**src/rtl/sfmac_consts.svh**
```systemverilog
// Timing, slot and sizing constants of the superframe scheduler.
`ifndef SFMAC_CONSTS_SVH
`define SFMAC_CONSTS_SVH

`define SF_SLOTS       16
`define SF_MAX_GTS     7
`define SF_MIN_CAP     5'h02
`define DATA_W         8
`define DL_FIFO_DEPTH  16
`define CLK_PERIOD_NS  4
`define ACK_WAIT_NS    1000
`define ACK_WAIT_CYC   (`ACK_WAIT_NS / `CLK_PERIOD_NS)

`endif

```
**src/rtl/sfmac_pkg.sv**
```systemverilog
// Types and the shared period decoder of the superframe scheduler.
`include "sfmac_consts.svh"

package sfmac_pkg;

  typedef enum logic [1:0] {FK_BEACON, FK_DATA, FK_ACK, FK_CMD} frame_kind_t;
  typedef enum logic [1:0] {PER_CAP, PER_CFP, PER_INACTIVE, PER_OFF} period_t;

  // Clamping the free period keeps enough contention room and at most seven slots.
  function automatic period_t period_of(input logic [3:0] slot,
                                        input logic [4:0] active,
                                        input logic [4:0] cfp_first);
    logic [4:0] lo;
    lo = cfp_first;
    if (lo < `SF_MIN_CAP)
    begin
      lo = `SF_MIN_CAP;
    end
    if (active > 5'(`SF_MAX_GTS) && lo < active - 5'(`SF_MAX_GTS))
    begin
      lo = active - 5'(`SF_MAX_GTS);
    end
    if ({1'b0, slot} >= active)
    begin
      return PER_INACTIVE;
    end
    if ({1'b0, slot} >= lo)
    begin
      return PER_CFP;
    end
    return PER_CAP;
  endfunction

endpackage

```
**src/rtl/air_link_if.sv**
```systemverilog
// Air link carrying single-beat frames between coordinator and device.
`timescale 1ns/100ps

interface air_link_if;
  import sfmac_pkg::*;
  logic                 c2d_valid;
  frame_kind_t          c2d_kind;
  logic                 c2d_ack_req;
  logic                 c2d_pend;
  logic [`DATA_W-1:0]   c2d_data;
  logic                 d2c_valid;
  frame_kind_t          d2c_kind;
  logic                 d2c_ack_req;
  logic [`DATA_W-1:0]   d2c_data;

  modport coord (output c2d_valid, c2d_kind, c2d_ack_req, c2d_pend, c2d_data,
                 input  d2c_valid, d2c_kind, d2c_ack_req, d2c_data);
  modport dev   (input  c2d_valid, c2d_kind, c2d_ack_req, c2d_pend, c2d_data,
                 output d2c_valid, d2c_kind, d2c_ack_req, d2c_data);
endinterface

```
**src/rtl/sf_coordinator.sv**
```systemverilog
// Coordinator end: superframe timer, beacons, pending store and replies.
`timescale 1ns/100ps

////////////////////////////////////////////////////////////////////////////////

module sf_fifo #(
  parameter int WIDTH = 9,
  parameter int DEPTH = 16
) (
  input  wire logic             clk_in,
  input  wire logic             rst_b_in,
  input  wire logic             in_valid_in,
  input  wire logic [WIDTH-1:0] in_data_in,
  output logic                  in_ready_out,
  output logic                  out_valid_out,
  output logic      [WIDTH-1:0] out_data_out,
  input  wire logic             out_ready_in
);
  localparam int AW = $clog2(DEPTH);
  localparam int CW = $clog2(DEPTH + 1);

  logic [WIDTH-1:0] mem [DEPTH];
  logic [AW-1:0]    wr_q;
  logic [AW-1:0]    rd_q;
  logic [CW-1:0]    count_q;
  logic [CW-1:0]    count_d;
  logic             push;
  logic             pop;

  assign push = in_valid_in && in_ready_out;
  assign pop = out_ready_in && out_valid_out;
  assign count_d = count_q + CW'(push) - CW'(pop);
  assign out_data_out = mem[rd_q];

  always_ff @(posedge clk_in)
  begin
    if (push)
    begin
      mem[wr_q] <= in_data_in;
    end
  end

  always_ff @(posedge clk_in or negedge rst_b_in)
  begin
    if (!rst_b_in)
    begin
      wr_q <= '0;
      rd_q <= '0;
      count_q <= '0;
      in_ready_out <= 1'b0;
      out_valid_out <= 1'b0;
    end
    else
    begin
      wr_q <= push ? AW'(wr_q + 1'b1) : wr_q;
      rd_q <= pop ? AW'(rd_q + 1'b1) : rd_q;
      count_q <= count_d;
      in_ready_out <= count_d < CW'(DEPTH);
      out_valid_out <= count_d != '0;
    end
  end
endmodule

////////////////////////////////////////////////////////////////////////////////

module sf_coordinator
  import sfmac_pkg::*;
(
  // Clock and reset.
  input  wire logic               CLOCK_IN,
  input  wire logic               RST_B_IN,
  // Superframe configuration.
  input  wire logic               BEACON_EN_IN,
  input  wire logic [15:0]        SLOT_LEN_IN,
  input  wire logic [4:0]         ACTIVE_SLOTS_IN,
  input  wire logic [4:0]         CFP_FIRST_IN,
  // Data held for the device.
  input  wire logic               DL_VALID_IN,
  input  wire logic [`DATA_W-1:0] DL_DATA_IN,
  input  wire logic               DL_ACK_REQ_IN,
  output logic                    DL_READY_OUT,
  // Data received from the device.
  output logic                    UL_VALID_OUT,
  output logic [`DATA_W-1:0]      UL_DATA_OUT,
  // Superframe status.
  output logic [3:0]              SLOT_OUT,
  output period_t                 PERIOD_OUT,
  output logic                    LOW_POWER_OUT,
  output logic                    BEACON_OUT,
  // Air link.
  air_link_if.coord               air
);
  typedef enum {C_IDLE, C_SEND, C_WAIT} cstate_t;

  cstate_t            state_q;
  logic [15:0]        tick_q;
  logic [3:0]         slot_q;
  logic               run_q;
  logic               slot_tick;
  logic               sf_start;
  period_t            period;
  logic               cap_ok;
  logic               rx_data;
  logic               rx_cmd;
  logic               rx_ack;
  logic               ack_pend_q;
  logic               ack_bit_q;
  logic               send_ok;
  logic               pop;
  logic [15:0]        wait_q;
  logic               fifo_valid;
  logic [`DATA_W:0]   fifo_head;

  sf_fifo #(.WIDTH(`DATA_W + 1), .DEPTH(`DL_FIFO_DEPTH)) u_pending (
    .clk_in        (CLOCK_IN),
    .rst_b_in      (RST_B_IN),
    .in_valid_in   (DL_VALID_IN),
    .in_data_in    ({DL_ACK_REQ_IN, DL_DATA_IN}),
    .in_ready_out  (DL_READY_OUT),
    .out_valid_out (fifo_valid),
    .out_data_out  (fifo_head),
    .out_ready_in  (pop)
  );

  ////////////////////////////////////////////////////////////////////////////
  // configured slot length
  assign slot_tick = run_q && (tick_q == SLOT_LEN_IN - 16'h0001);
  assign sf_start = BEACON_EN_IN && (!run_q || (slot_tick && slot_q == 4'hF));
  assign period = BEACON_EN_IN ? period_of(slot_q, ACTIVE_SLOTS_IN, CFP_FIRST_IN) : PER_OFF;
  assign cap_ok = (period == PER_CAP) || (period == PER_OFF);

  always_ff @(posedge CLOCK_IN or negedge RST_B_IN)
  begin
    if (!RST_B_IN)
    begin
      run_q <= 1'b0;
      tick_q <= 16'h0000;
    end
    else
    begin
      run_q <= BEACON_EN_IN;
      tick_q <= (!BEACON_EN_IN || !run_q || slot_tick) ? 16'h0000 : tick_q + 16'h0001;
    end
  end

  always_ff @(posedge CLOCK_IN or negedge RST_B_IN)
  begin
    if (!RST_B_IN)
    begin
      slot_q <= 4'h0;
    end
    else if (sf_start || !BEACON_EN_IN)
    begin
      slot_q <= 4'h0;
    end
    else if (slot_tick)
    begin
      slot_q <= slot_q + 4'h1;
    end
  end

  ////////////////////////////////////////////////////////////////////////////
  // three received frame kinds
  assign rx_data = air.d2c_valid && air.d2c_kind == FK_DATA;
  assign rx_cmd = air.d2c_valid && air.d2c_kind == FK_CMD;
  assign rx_ack = air.d2c_valid && air.d2c_kind == FK_ACK;
  assign send_ok = state_q == C_SEND && !sf_start && !ack_pend_q && cap_ok;
  assign pop = (send_ok && !fifo_head[`DATA_W]) || (state_q == C_WAIT && rx_ack);

  // A new request arriving as the old ack leaves keeps the flag set.
  always_ff @(posedge CLOCK_IN or negedge RST_B_IN)
  begin
    if (!RST_B_IN)
    begin
      ack_pend_q <= 1'b0;
      ack_bit_q <= 1'b0;
    end
    else
    begin
      if ((rx_data && air.d2c_ack_req) || rx_cmd)
      begin
        ack_pend_q <= 1'b1;
        ack_bit_q <= rx_cmd && fifo_valid;
      end
      else if (!sf_start)
      begin
        ack_pend_q <= 1'b0;
      end
    end
  end

  always_ff @(posedge CLOCK_IN or negedge RST_B_IN)
  begin
    if (!RST_B_IN)
    begin
      state_q <= C_IDLE;
      wait_q <= 16'h0000;
    end
    else
    begin
      unique case (state_q)
        C_IDLE:
        begin
          if (rx_cmd && fifo_valid)
          begin
            state_q <= C_SEND;
          end
        end
        C_SEND:
        begin
          wait_q <= 16'h0000;
          if (send_ok)
          begin
            state_q <= fifo_head[`DATA_W] ? C_WAIT : C_IDLE;
          end
          else if (!cap_ok)
          begin
            state_q <= C_IDLE;
          end
        end
        C_WAIT:
        begin
          wait_q <= wait_q + 16'h0001;
          if (rx_ack || wait_q == 16'(`ACK_WAIT_CYC - 1))
          begin
            state_q <= C_IDLE;
          end
        end
      endcase
    end
  end

  ////////////////////////////////////////////////////////////////////////////
  // Beacon beats ack beats data, so a clashing reply slips one cycle.
  always_ff @(posedge CLOCK_IN or negedge RST_B_IN)
  begin
    if (!RST_B_IN)
    begin
      air.c2d_valid <= 1'b0;
      air.c2d_kind <= FK_BEACON;
      air.c2d_ack_req <= 1'b0;
      air.c2d_pend <= 1'b0;
      air.c2d_data <= '0;
    end
    else
    begin
      air.c2d_valid <= sf_start || ack_pend_q || send_ok;
      air.c2d_data <= '0;
      air.c2d_ack_req <= 1'b0;
      if (sf_start)
      begin
        air.c2d_kind <= FK_BEACON;
        air.c2d_pend <= fifo_valid;
      end
      else if (ack_pend_q)
      begin
        air.c2d_kind <= FK_ACK;
        air.c2d_pend <= ack_bit_q;
      end
      else
      begin
        air.c2d_kind <= FK_DATA;
        air.c2d_pend <= 1'b0;
        air.c2d_ack_req <= fifo_head[`DATA_W];
        air.c2d_data <= fifo_head[`DATA_W-1:0];
      end
    end
  end

  always_ff @(posedge CLOCK_IN or negedge RST_B_IN)
  begin
    if (!RST_B_IN)
    begin
      UL_VALID_OUT <= 1'b0;
      UL_DATA_OUT <= '0;
      SLOT_OUT <= 4'h0;
      PERIOD_OUT <= PER_OFF;
      LOW_POWER_OUT <= 1'b0;
      BEACON_OUT <= 1'b0;
    end
    else
    begin
      UL_VALID_OUT <= rx_data;
      UL_DATA_OUT <= rx_data ? air.d2c_data : UL_DATA_OUT;
      SLOT_OUT <= slot_q;
      PERIOD_OUT <= period;
      LOW_POWER_OUT <= period == PER_INACTIVE;
      BEACON_OUT <= sf_start;
    end
  end
endmodule

```
**src/flat_wrapper.sv**
```systemverilog
// flat-port wrapper written by rule: the top's interface ports become plain ports
module sf_coordinator_flat import sfmac_pkg::*;
  (CLOCK_IN, RST_B_IN, BEACON_EN_IN, SLOT_LEN_IN, ACTIVE_SLOTS_IN, CFP_FIRST_IN, DL_VALID_IN, DL_DATA_IN, DL_ACK_REQ_IN, DL_READY_OUT, UL_VALID_OUT, UL_DATA_OUT, SLOT_OUT, PERIOD_OUT, LOW_POWER_OUT, BEACON_OUT, air_c2d_valid, air_c2d_kind, air_c2d_ack_req, air_c2d_pend, air_c2d_data, air_d2c_valid, air_d2c_kind, air_d2c_ack_req, air_d2c_data);
  air_link_if air_i ();
  input  wire logic CLOCK_IN;
  input  wire logic RST_B_IN;
  input  wire logic BEACON_EN_IN;
  input  wire logic [15:0] SLOT_LEN_IN;
  input  wire logic [4:0] ACTIVE_SLOTS_IN;
  input  wire logic [4:0] CFP_FIRST_IN;
  input  wire logic DL_VALID_IN;
  input  wire logic [`DATA_W-1:0] DL_DATA_IN;
  input  wire logic DL_ACK_REQ_IN;
  output logic DL_READY_OUT;
  output logic UL_VALID_OUT;
  output logic [`DATA_W-1:0] UL_DATA_OUT;
  output logic [3:0] SLOT_OUT;
  output period_t PERIOD_OUT;
  output logic LOW_POWER_OUT;
  output logic BEACON_OUT;
  output wire logic [$bits(air_i.c2d_valid)-1:0] air_c2d_valid;
  output wire logic [$bits(air_i.c2d_kind)-1:0] air_c2d_kind;
  output wire logic [$bits(air_i.c2d_ack_req)-1:0] air_c2d_ack_req;
  output wire logic [$bits(air_i.c2d_pend)-1:0] air_c2d_pend;
  output wire logic [$bits(air_i.c2d_data)-1:0] air_c2d_data;
  input wire logic [$bits(air_i.d2c_valid)-1:0] air_d2c_valid;
  input wire logic [$bits(air_i.d2c_kind)-1:0] air_d2c_kind;
  input wire logic [$bits(air_i.d2c_ack_req)-1:0] air_d2c_ack_req;
  input wire logic [$bits(air_i.d2c_data)-1:0] air_d2c_data;
  assign air_c2d_valid = air_i.c2d_valid;
  assign air_c2d_kind = air_i.c2d_kind;
  assign air_c2d_ack_req = air_i.c2d_ack_req;
  assign air_c2d_pend = air_i.c2d_pend;
  assign air_c2d_data = air_i.c2d_data;
  assign air_i.d2c_valid = air_d2c_valid;
  assign air_i.d2c_kind = air_d2c_kind;
  assign air_i.d2c_ack_req = air_d2c_ack_req;
  assign air_i.d2c_data = air_d2c_data;
  sf_coordinator u_core (.CLOCK_IN(CLOCK_IN), .RST_B_IN(RST_B_IN), .BEACON_EN_IN(BEACON_EN_IN), .SLOT_LEN_IN(SLOT_LEN_IN), .ACTIVE_SLOTS_IN(ACTIVE_SLOTS_IN), .CFP_FIRST_IN(CFP_FIRST_IN), .DL_VALID_IN(DL_VALID_IN), .DL_DATA_IN(DL_DATA_IN), .DL_ACK_REQ_IN(DL_ACK_REQ_IN), .DL_READY_OUT(DL_READY_OUT), .UL_VALID_OUT(UL_VALID_OUT), .UL_DATA_OUT(UL_DATA_OUT), .SLOT_OUT(SLOT_OUT), .PERIOD_OUT(PERIOD_OUT), .LOW_POWER_OUT(LOW_POWER_OUT), .BEACON_OUT(BEACON_OUT), .air(air_i));
endmodule
```
**config.mk**
```make
export PLATFORM = sky130hd
export DESIGN_NAME = sf_coordinator_flat
export DESIGN_NICKNAME = d
export VERILOG_FILES = /design/src/rtl/sfmac_pkg.sv /design/src/rtl/air_link_if.sv /design/src/rtl/sf_coordinator.sv /design/src/flat_wrapper.sv
export VERILOG_INCLUDE_DIRS = /design/src /design/src/rtl
export SDC_FILE = /design/constraint.sdc
export NUM_CORES = 1
export LEC_CHECK = 0
export BUFFER_PORTS_ARGS = -buffer_cell sky130_fd_sc_hd__buf_2
export CAP_MARGIN = 20
export CORE_ASPECT_RATIO = 1.2
export CORE_MARGIN = 1
export CORE_UTILIZATION = 60
export CTS_BUF_LIST = sky130_fd_sc_hd__clkbuf_8 sky130_fd_sc_hd__clkbuf_16
export CTS_CLUSTER_SIZE = 28
export DETAILED_ROUTE_END_ITERATION = 10
export PLACE_DENSITY = 0.82
export SYNTH_ARGS = -nofsm -noshare
export SYNTH_HDL_FRONTEND = slang
export SYNTH_SLANG_ARGS = --single-unit
```
**constraint.sdc**
```tcl
create_clock -name CLOCK_IN -period 5.2 [get_ports CLOCK_IN]
set_input_delay 0.52 -clock CLOCK_IN [delete_from_list [all_inputs] [get_ports CLOCK_IN]]
set_output_delay 0.52 -clock CLOCK_IN [all_outputs]
set_load 0.05 [all_outputs]
```
==> results.json, run 1 <==
{
  "critPathSlowestCell": "fa_2",
  "antenna_cells": 0,
  "syn_area_um2": 10200,
  "layout_commonest_cell": "edfxtp_1",
  "grt_pass1_wl_um": 36200,
  "first_pass_iters": 6,
  "power_density_nw_per_um2": 463,
  "dp_hpwl_um": 14600,
  "clk_latency_ns": 0.51,
  "cts_max_level": 1,
  "layout.cells.most_common_list": "edfxtp_1 (144), dfrtp_1 (83), buf_2 (80)",
  "min_period_ns": 5.00,
  "drv_cap": 0,
  "portBuffers": 81,
  "multiInputGateArea_um2": 3660,
  "clock-skew-final_ns": 0.0132,
  "numCtsBuffers": 23,
  "r2r_cells": 23,
  "routabilityCongestion": 0.816,
  "hp-class": "primary input to flip-flop",
  "layout-drive-gt1-share_pct": 26.7,
  "grt_max_degree": 67,
  "synth_ff_type": "edfxtp_1",
  "syn_area_per_cell_um2": 14.3,
  "synth_enable_flop_cells": 144,
  "yosysWarnings": 0,
  "antenna_found_initial": 0,
  "synth_top_cell_by_area": "edfxtp_1",
  "std_cell_rows": 51,
  "async_reset_ff_share_pct": 37.4,
  "internal_power_uw": 3810,
  "worstSetupPathType": "primary input to flip-flop",
  "setup_violations": 0,
  "syn2layout_area_growth_pct": 16.9,
  "totalWireLength_um": 23400,
  "cp_max_fo": 3,
  "grt_overflow": 0,
  "io_pins": 82,
  "synth_cell_types": 61,
  "drc": 0,
  "final_max_slew_viol_count": 0,
  "clkTransAtPathRegs_ns": 0.06,
  "slowest_delay_ns": 0.35,
  "die_h_um": 145,
  "final_nets": 915,
  "final_hold_viol_count": 0,
  "fill_cells": 1007,
  "core_um2": 16500,
  "switching_power_uw": 1720,
  "synth_top_cell_area_share_pct": 42.3,
  "irDropWorstVdd_mv": 0.327,
  "ant_nets": 0,
  "synth_area_leaders": "edfxtp_1 (42%), dfrtp_1 (21%), mux4_2 (9.9%), ha_1 (3.9%), xnor2_1 (2.4%)",
  "stdcell_area_um2": 12000,
  "whs_ns": 0.205,
  "die_w_um": 121,
  "start_util_pct": 62.2,
  "critPathRequiredTime_ns": 5.59,
  "cp-start-kind": "primary input",
  "yosysSeqAreaShare_pct": 63.3,
  "status": "completed",
  "slew_headroom_pct": 21.7,
  "cts_sinks": 230,
  "whs_path_depth": 3,
  "cp-end-kind": "flip-flop",
  "syn_inst": 716,
  "clkPwrFrac_pct": 29.6,
  "routedWlPerCell_um": 22.1,
  "grt_pass1_vias": 6694,
  "seq_power_share_pct": 41.9,
  "drt_iter0_drc": 697,
  "synth_nets": 800,
  "fmax_mhz": 200,
  "seqCellArea_um2": 6480,
  "die-area_um2": 17600,
  "cts_tree": "done",
  "placed_area_um2": 11000,
  "tightest_slew_ns": 1.17,
  "period_share_pct": 96.1,
  "grt_use_total_pct": 27.6,
  "via_per_inst": 6.10,
  "synth_seq_cells": 230,
  "swShare_pct": 31.1,
  "p_comb_share_pct": 28.4,
  "dr_total_vias": 6458,
  "arrival_ns": 5.39,
  "p_leak_uw": 0.00471,
  "cts_max_path_buffers": 3,
  "root_buffer": "clkbuf_16"
}
cells in the mapped netlist, drive strengths merged, types with 2 or more instances:
master  count
a211oi      3
a21o        7
a21oi      13
a32oi       2
and3        8
buf         6
clkbuf     18
dfrtp      84
dfstp       2
edfxtp    144
ha         32
inv        33
mux2        3
mux2i       4
mux4       45
nand2      65
nand2b      9
nand3      20
nand3b      4
nand4       8
nor2       56
nor2b      12
nor3       13
nor4        6
o211ai      3
o21ai      16
o22ai       4
o31ai       3
or2         2
or3         8
or4         4
or4b        2
xnor2      28
xor2       28
metrics by stage:
step,setup WS (ns),instances,total power [uW],util (%),TNS (ns)
detailed placement,-0.348,1006,3830,66.9,-0.964
floorplan,0.0156,716,3420,-,0
finish,0.203,1058,5530,72.6,0
CTS,0.148,1047,5480,71.4,0
global placement,-0.163,1006,3760,66.9,-0.337
global route,-0.0618,1058,5770,72.6,-0.0618
layer usage:
metal  share of wire (%)  GRT usage, %
met5                   0             0
met4                 2.7          10.2
met3                 6.0          3.11
met2                  54          49.9
met1                  37          33.7
path summary, 6_finish.rpt:
| check | slack, ns | endpoint | startpoint |
|---|---|---|---|
| hold reg to reg | 0.44 | u_core.SLOT_OUT[0] | u_core.slot_q[0] |
| hold / removal | 0.20 | u_core.UL_DATA_OUT[0] | air_d2c_data[0] |
| max in group asynchronous | 3.57 | u_core.u_pending.rd_q[0] | RST_B_IN |
| setup / recovery | 0.20 | u_core.u_pending.out_valid_out | ACTIVE_SLOTS_IN[0] |
| setup reg to reg | 0.91 | u_core.u_pending.out_valid_out | u_core.slot_q[0] |
| min in group asynchronous | 0.44 | u_core.UL_DATA_OUT[3] | RST_B_IN |
worst max-delay path, delay by kind of cell:
| kind | cells | cell delay [ns] |
|---|---|---|
| XOR/XNOR | 2 | 0.34 |
| adder cells (fa/ha/maj) | 7 | 1.70 |
| AO/OA/AOI/OAI | 12 | 2.04 |
| buffers and inverters | 3 | 0.30 |
| AND/OR/NAND/NOR | 6 | 0.51 |
final cells by class:
class,instances,area share [%]
Sequential cell,230,54.2
Multi-Input combinational cell,428,30.6
Timing Repair Buffer,114,5.72
Clock buffer,23,4.81
Tap cell,212,2.22
Clock inverter,17,1.38
Inverter,34,1.07
power by group through the flow:
stage / registers [uW] / logic [uW] / clock network (uW)
finish: 2320 / 1570 / 1640
global route: 2340 / 1700 / 1730
CTS: 2320 / 1510 / 1650
detailed placement: 2350 / 1480 / 0
global placement: 2330 / 1430 / 0
floorplan: 2410 / 1010 / 0
flip-flops by register name, indices dropped and copies added (netlist names), 2 cells and up:
register	cells
u_core.PERIOD_OUT	2
u_core.SLOT_OUT	4
u_core.UL_DATA_OUT	8
u_core.air.c2d_data	8
u_core.air.c2d_kind	2
u_core.slot_q	4
u_core.state_q	2
u_core.tick_q	16
u_core.u_pending.count_q	5
u_core.u_pending.mem	144
u_core.u_pending.rd_q	4
u_core.u_pending.wr_q	4
u_core.wait_q	16
kinds of logic after synthesis:
family                   count (synthesis)  share of synthesized area [%]
AO/OA/AOI/OAI                           67                           4.52
XOR/XNOR                                56                           4.79
adder cells (fa/ha/maj)                 33                           4.11
buffers and inverters                   58                           2.30
flip-flops                             230                           63.3
multiplexers                            52                           10.6
AND/OR/NAND/NOR                        220                           10.3
repair_timing:
action                     in CTS  in global routing
setup endpoints to repair       0                  3
buffers inserted                0                  2
gates resized for setup         0                 16
hold endpoints to repair       18                  0
hold buffers                    1                  0
No activity file was read; power rests on OpenSTA's default activity.
==> run 2: changes to the inputs <==
Settings changed: PLACE_DENSITY 0.82 to 0.8.
==> run 2 against run 1 <==
Core utilization fell by 0.084 points. First-iteration DRC count shrank 39%. Via count down 2.2%.
==> results.json, run 2 (synthesis results as in run 1) <==
{
  "die-area_um2": 17600,
  "layout-drive-gt1-share_pct": 25.6,
  "critPathRequiredTime_ns": 5.58,
  "p_leak_uw": 0.00471,
  "layout.cells.most_common_list": "edfxtp_1 (144), dfrtp_1 (83), buf_2 (80)",
  "portBuffers": 81,
  "cts_sinks": 230,
  "grt_pass1_wl_um": 34500,
  "critPathSlowestCell": "fa_2",
  "final_hold_viol_count": 0,
  "cp-start-kind": "primary input",
  "hp-class": "primary input to flip-flop",
  "dr_total_vias": 6316,
  "cpMostUsedCell": "a21o_1",
  "drt_iter0_drc": 422,
  "routedWlPerCell_um": 21.1,
  "io_pins": 82,
  "ant_nets": 0,
  "dp_hpwl_um": 14000,
  "power_density_nw_per_um2": 466,
  "largest_reg_flops": 144,
  "r2r_cells": 23,
  "start_util_pct": 62.2,
  "std_cell_rows": 51,
  "status": "completed",
  "root_buffer": "clkbuf_16",
  "final_nets": 912,
  "grt_use_total_pct": 26.1,
  "numCtsBuffers": 22,
  "die_h_um": 145,
  "reg2reg_from": "u_core.slot_q[0]",
  "clock-skew-final_ns": 0.0110,
  "grt_max_degree": 79,
  "antenna_cells": 0,
  "syn2layout_area_growth_pct": 16.7,
  "setup_violations": 0,
  "slew_headroom_pct": 17.5,
  "antenna_found_initial": 0,
  "multiInputGateArea_um2": 3610,
  "whs_ns": 0.212,
  "clkTransAtPathRegs_ns": 0.06,
  "period_share_pct": 95.0,
  "cts_max_path_buffers": 3,
  "via_per_inst": 5.98,
  "layout_commonest_cell": "edfxtp_1",
  "die_w_um": 121,
  "worstSetupPathType": "primary input to flip-flop",
  "drc": 0,
  "routabilityCongestion": 0.866,
  "final_max_slew_viol_count": 0,
  "worstReg2RegEnd": "u_core.u_pending.out_valid_out",
  "cts_tree": "done",
  "grt_pass1_vias": 6622,
  "min_to": "u_core.UL_DATA_OUT[7]",
  "drv_cap": 0,
  "totalWireLength_um": 22300,
  "arrival_ns": 5.32,
  "final_util_pct": 72.5,
  "fill_cells": 1042,
  "fmax_mhz": 202,
  "grt_overflow": 0,
  "first_pass_iters": 5,
  "core_um2": 16500,
  "whs_path_depth": 3,
  "hp-start": "air_d2c_data[7]",
  "placed_area_um2": 11000,
  "min_period_ns": 4.94,
  "r2r_slack_ns": 0.96,
  "clk_latency_ns": 0.51,
  "tightest_slew_ns": 1.23,
  "largestRegisters": "u_core.u_pending.mem x144, u_core.tick_q x16, u_core.wait_q x16",
  "irDropWorstVdd_mv": 0.358,
  "seqCellArea_um2": 6480,
  "slowest_delay_ns": 0.34,
  "stdcell_area_um2": 11900,
  "cp-end-kind": "flip-flop",
  "largest_register": "u_core.u_pending.mem",
  "cts_max_level": 1,
  "cp_max_fo": 3
}
-- run 2: cell count changes in the layout (fill, tap and decap cells not counted), sizes merged --
cell,previous run,this run
clkbuf,23,24
clkinv,9,5
buf,113,111
bufinv,3,5
clkinvlp,0,1
-- run 2: worst max path at each step --
stage | startpoint | to | cells after the start
final | ACTIVE_SLOTS_IN[0] | u_core.u_pending.out_valid_out | 30
after floorplan | ACTIVE_SLOTS_IN[0] | u_core.u_pending.out_valid_out | 29
after global routing | ACTIVE_SLOTS_IN[0] | u_core.u_pending.out_valid_out | 30
after CTS | ACTIVE_SLOTS_IN[0] | u_core.u_pending.out_valid_out | 30
after detailed placement | CFP_FIRST_IN[3] | u_core.u_pending.out_valid_out | 30
after global placement | ACTIVE_SLOTS_IN[0] | u_core.u_pending.out_valid_out | 30
-- run 2: cell type report --
type                            count  area share [%]
Sequential cell                   230            54.3
Timing Repair Buffer              112            5.57
Tap cell                          212            2.22
Clock buffer                       24            4.93
Multi-Input combinational cell    428            30.2
Clock inverter                     16            1.75
Inverter                           34            1.07
-- run 2: what timing repair did --
action	CTS	global route
resized for setup	0	6
buffers inserted	0	2
hold buffers	1	0
endpoints found under the setup margin	0	3
endpoints found under the hold margin	8	0
-- run 2: metal layers --
metal	part of all wire [%]	GRT usage [%]
met1	36	30.9
met2	55	46.9
met3	6.2	3.54
met4	2.8	11.5
met5	0	0
-- run 2: power by group --
group | internal [uW] | switching, uW
sequential | 2140 | 158
clock | 1070 | 669
combinational | 690 | 842
-- run 2: critical path: cells and delay by family --
family                     cells  cell delay (ns)
xor gates and xnor gates       2             0.31
and+or+nand+nor                6             0.51
AOI/OAI and AO/OA             12             2.03
buffers and inverters          3             0.26
adders and majority gates      7             1.69
-- run 2: through the flow --
stage                     instances  setup slack [ns]  setup TNS (ns)  power [uW]
after global placement         1006            -0.194          -0.429        3760
after detailed placement       1006            -0.318          -0.883        3820
final                          1056             0.261               0        5570
after CTS                      1047             0.144               0        5570
after floorplan                 716            0.0156               0        3420
after global routing           1056           -0.0199         -0.0199        5800
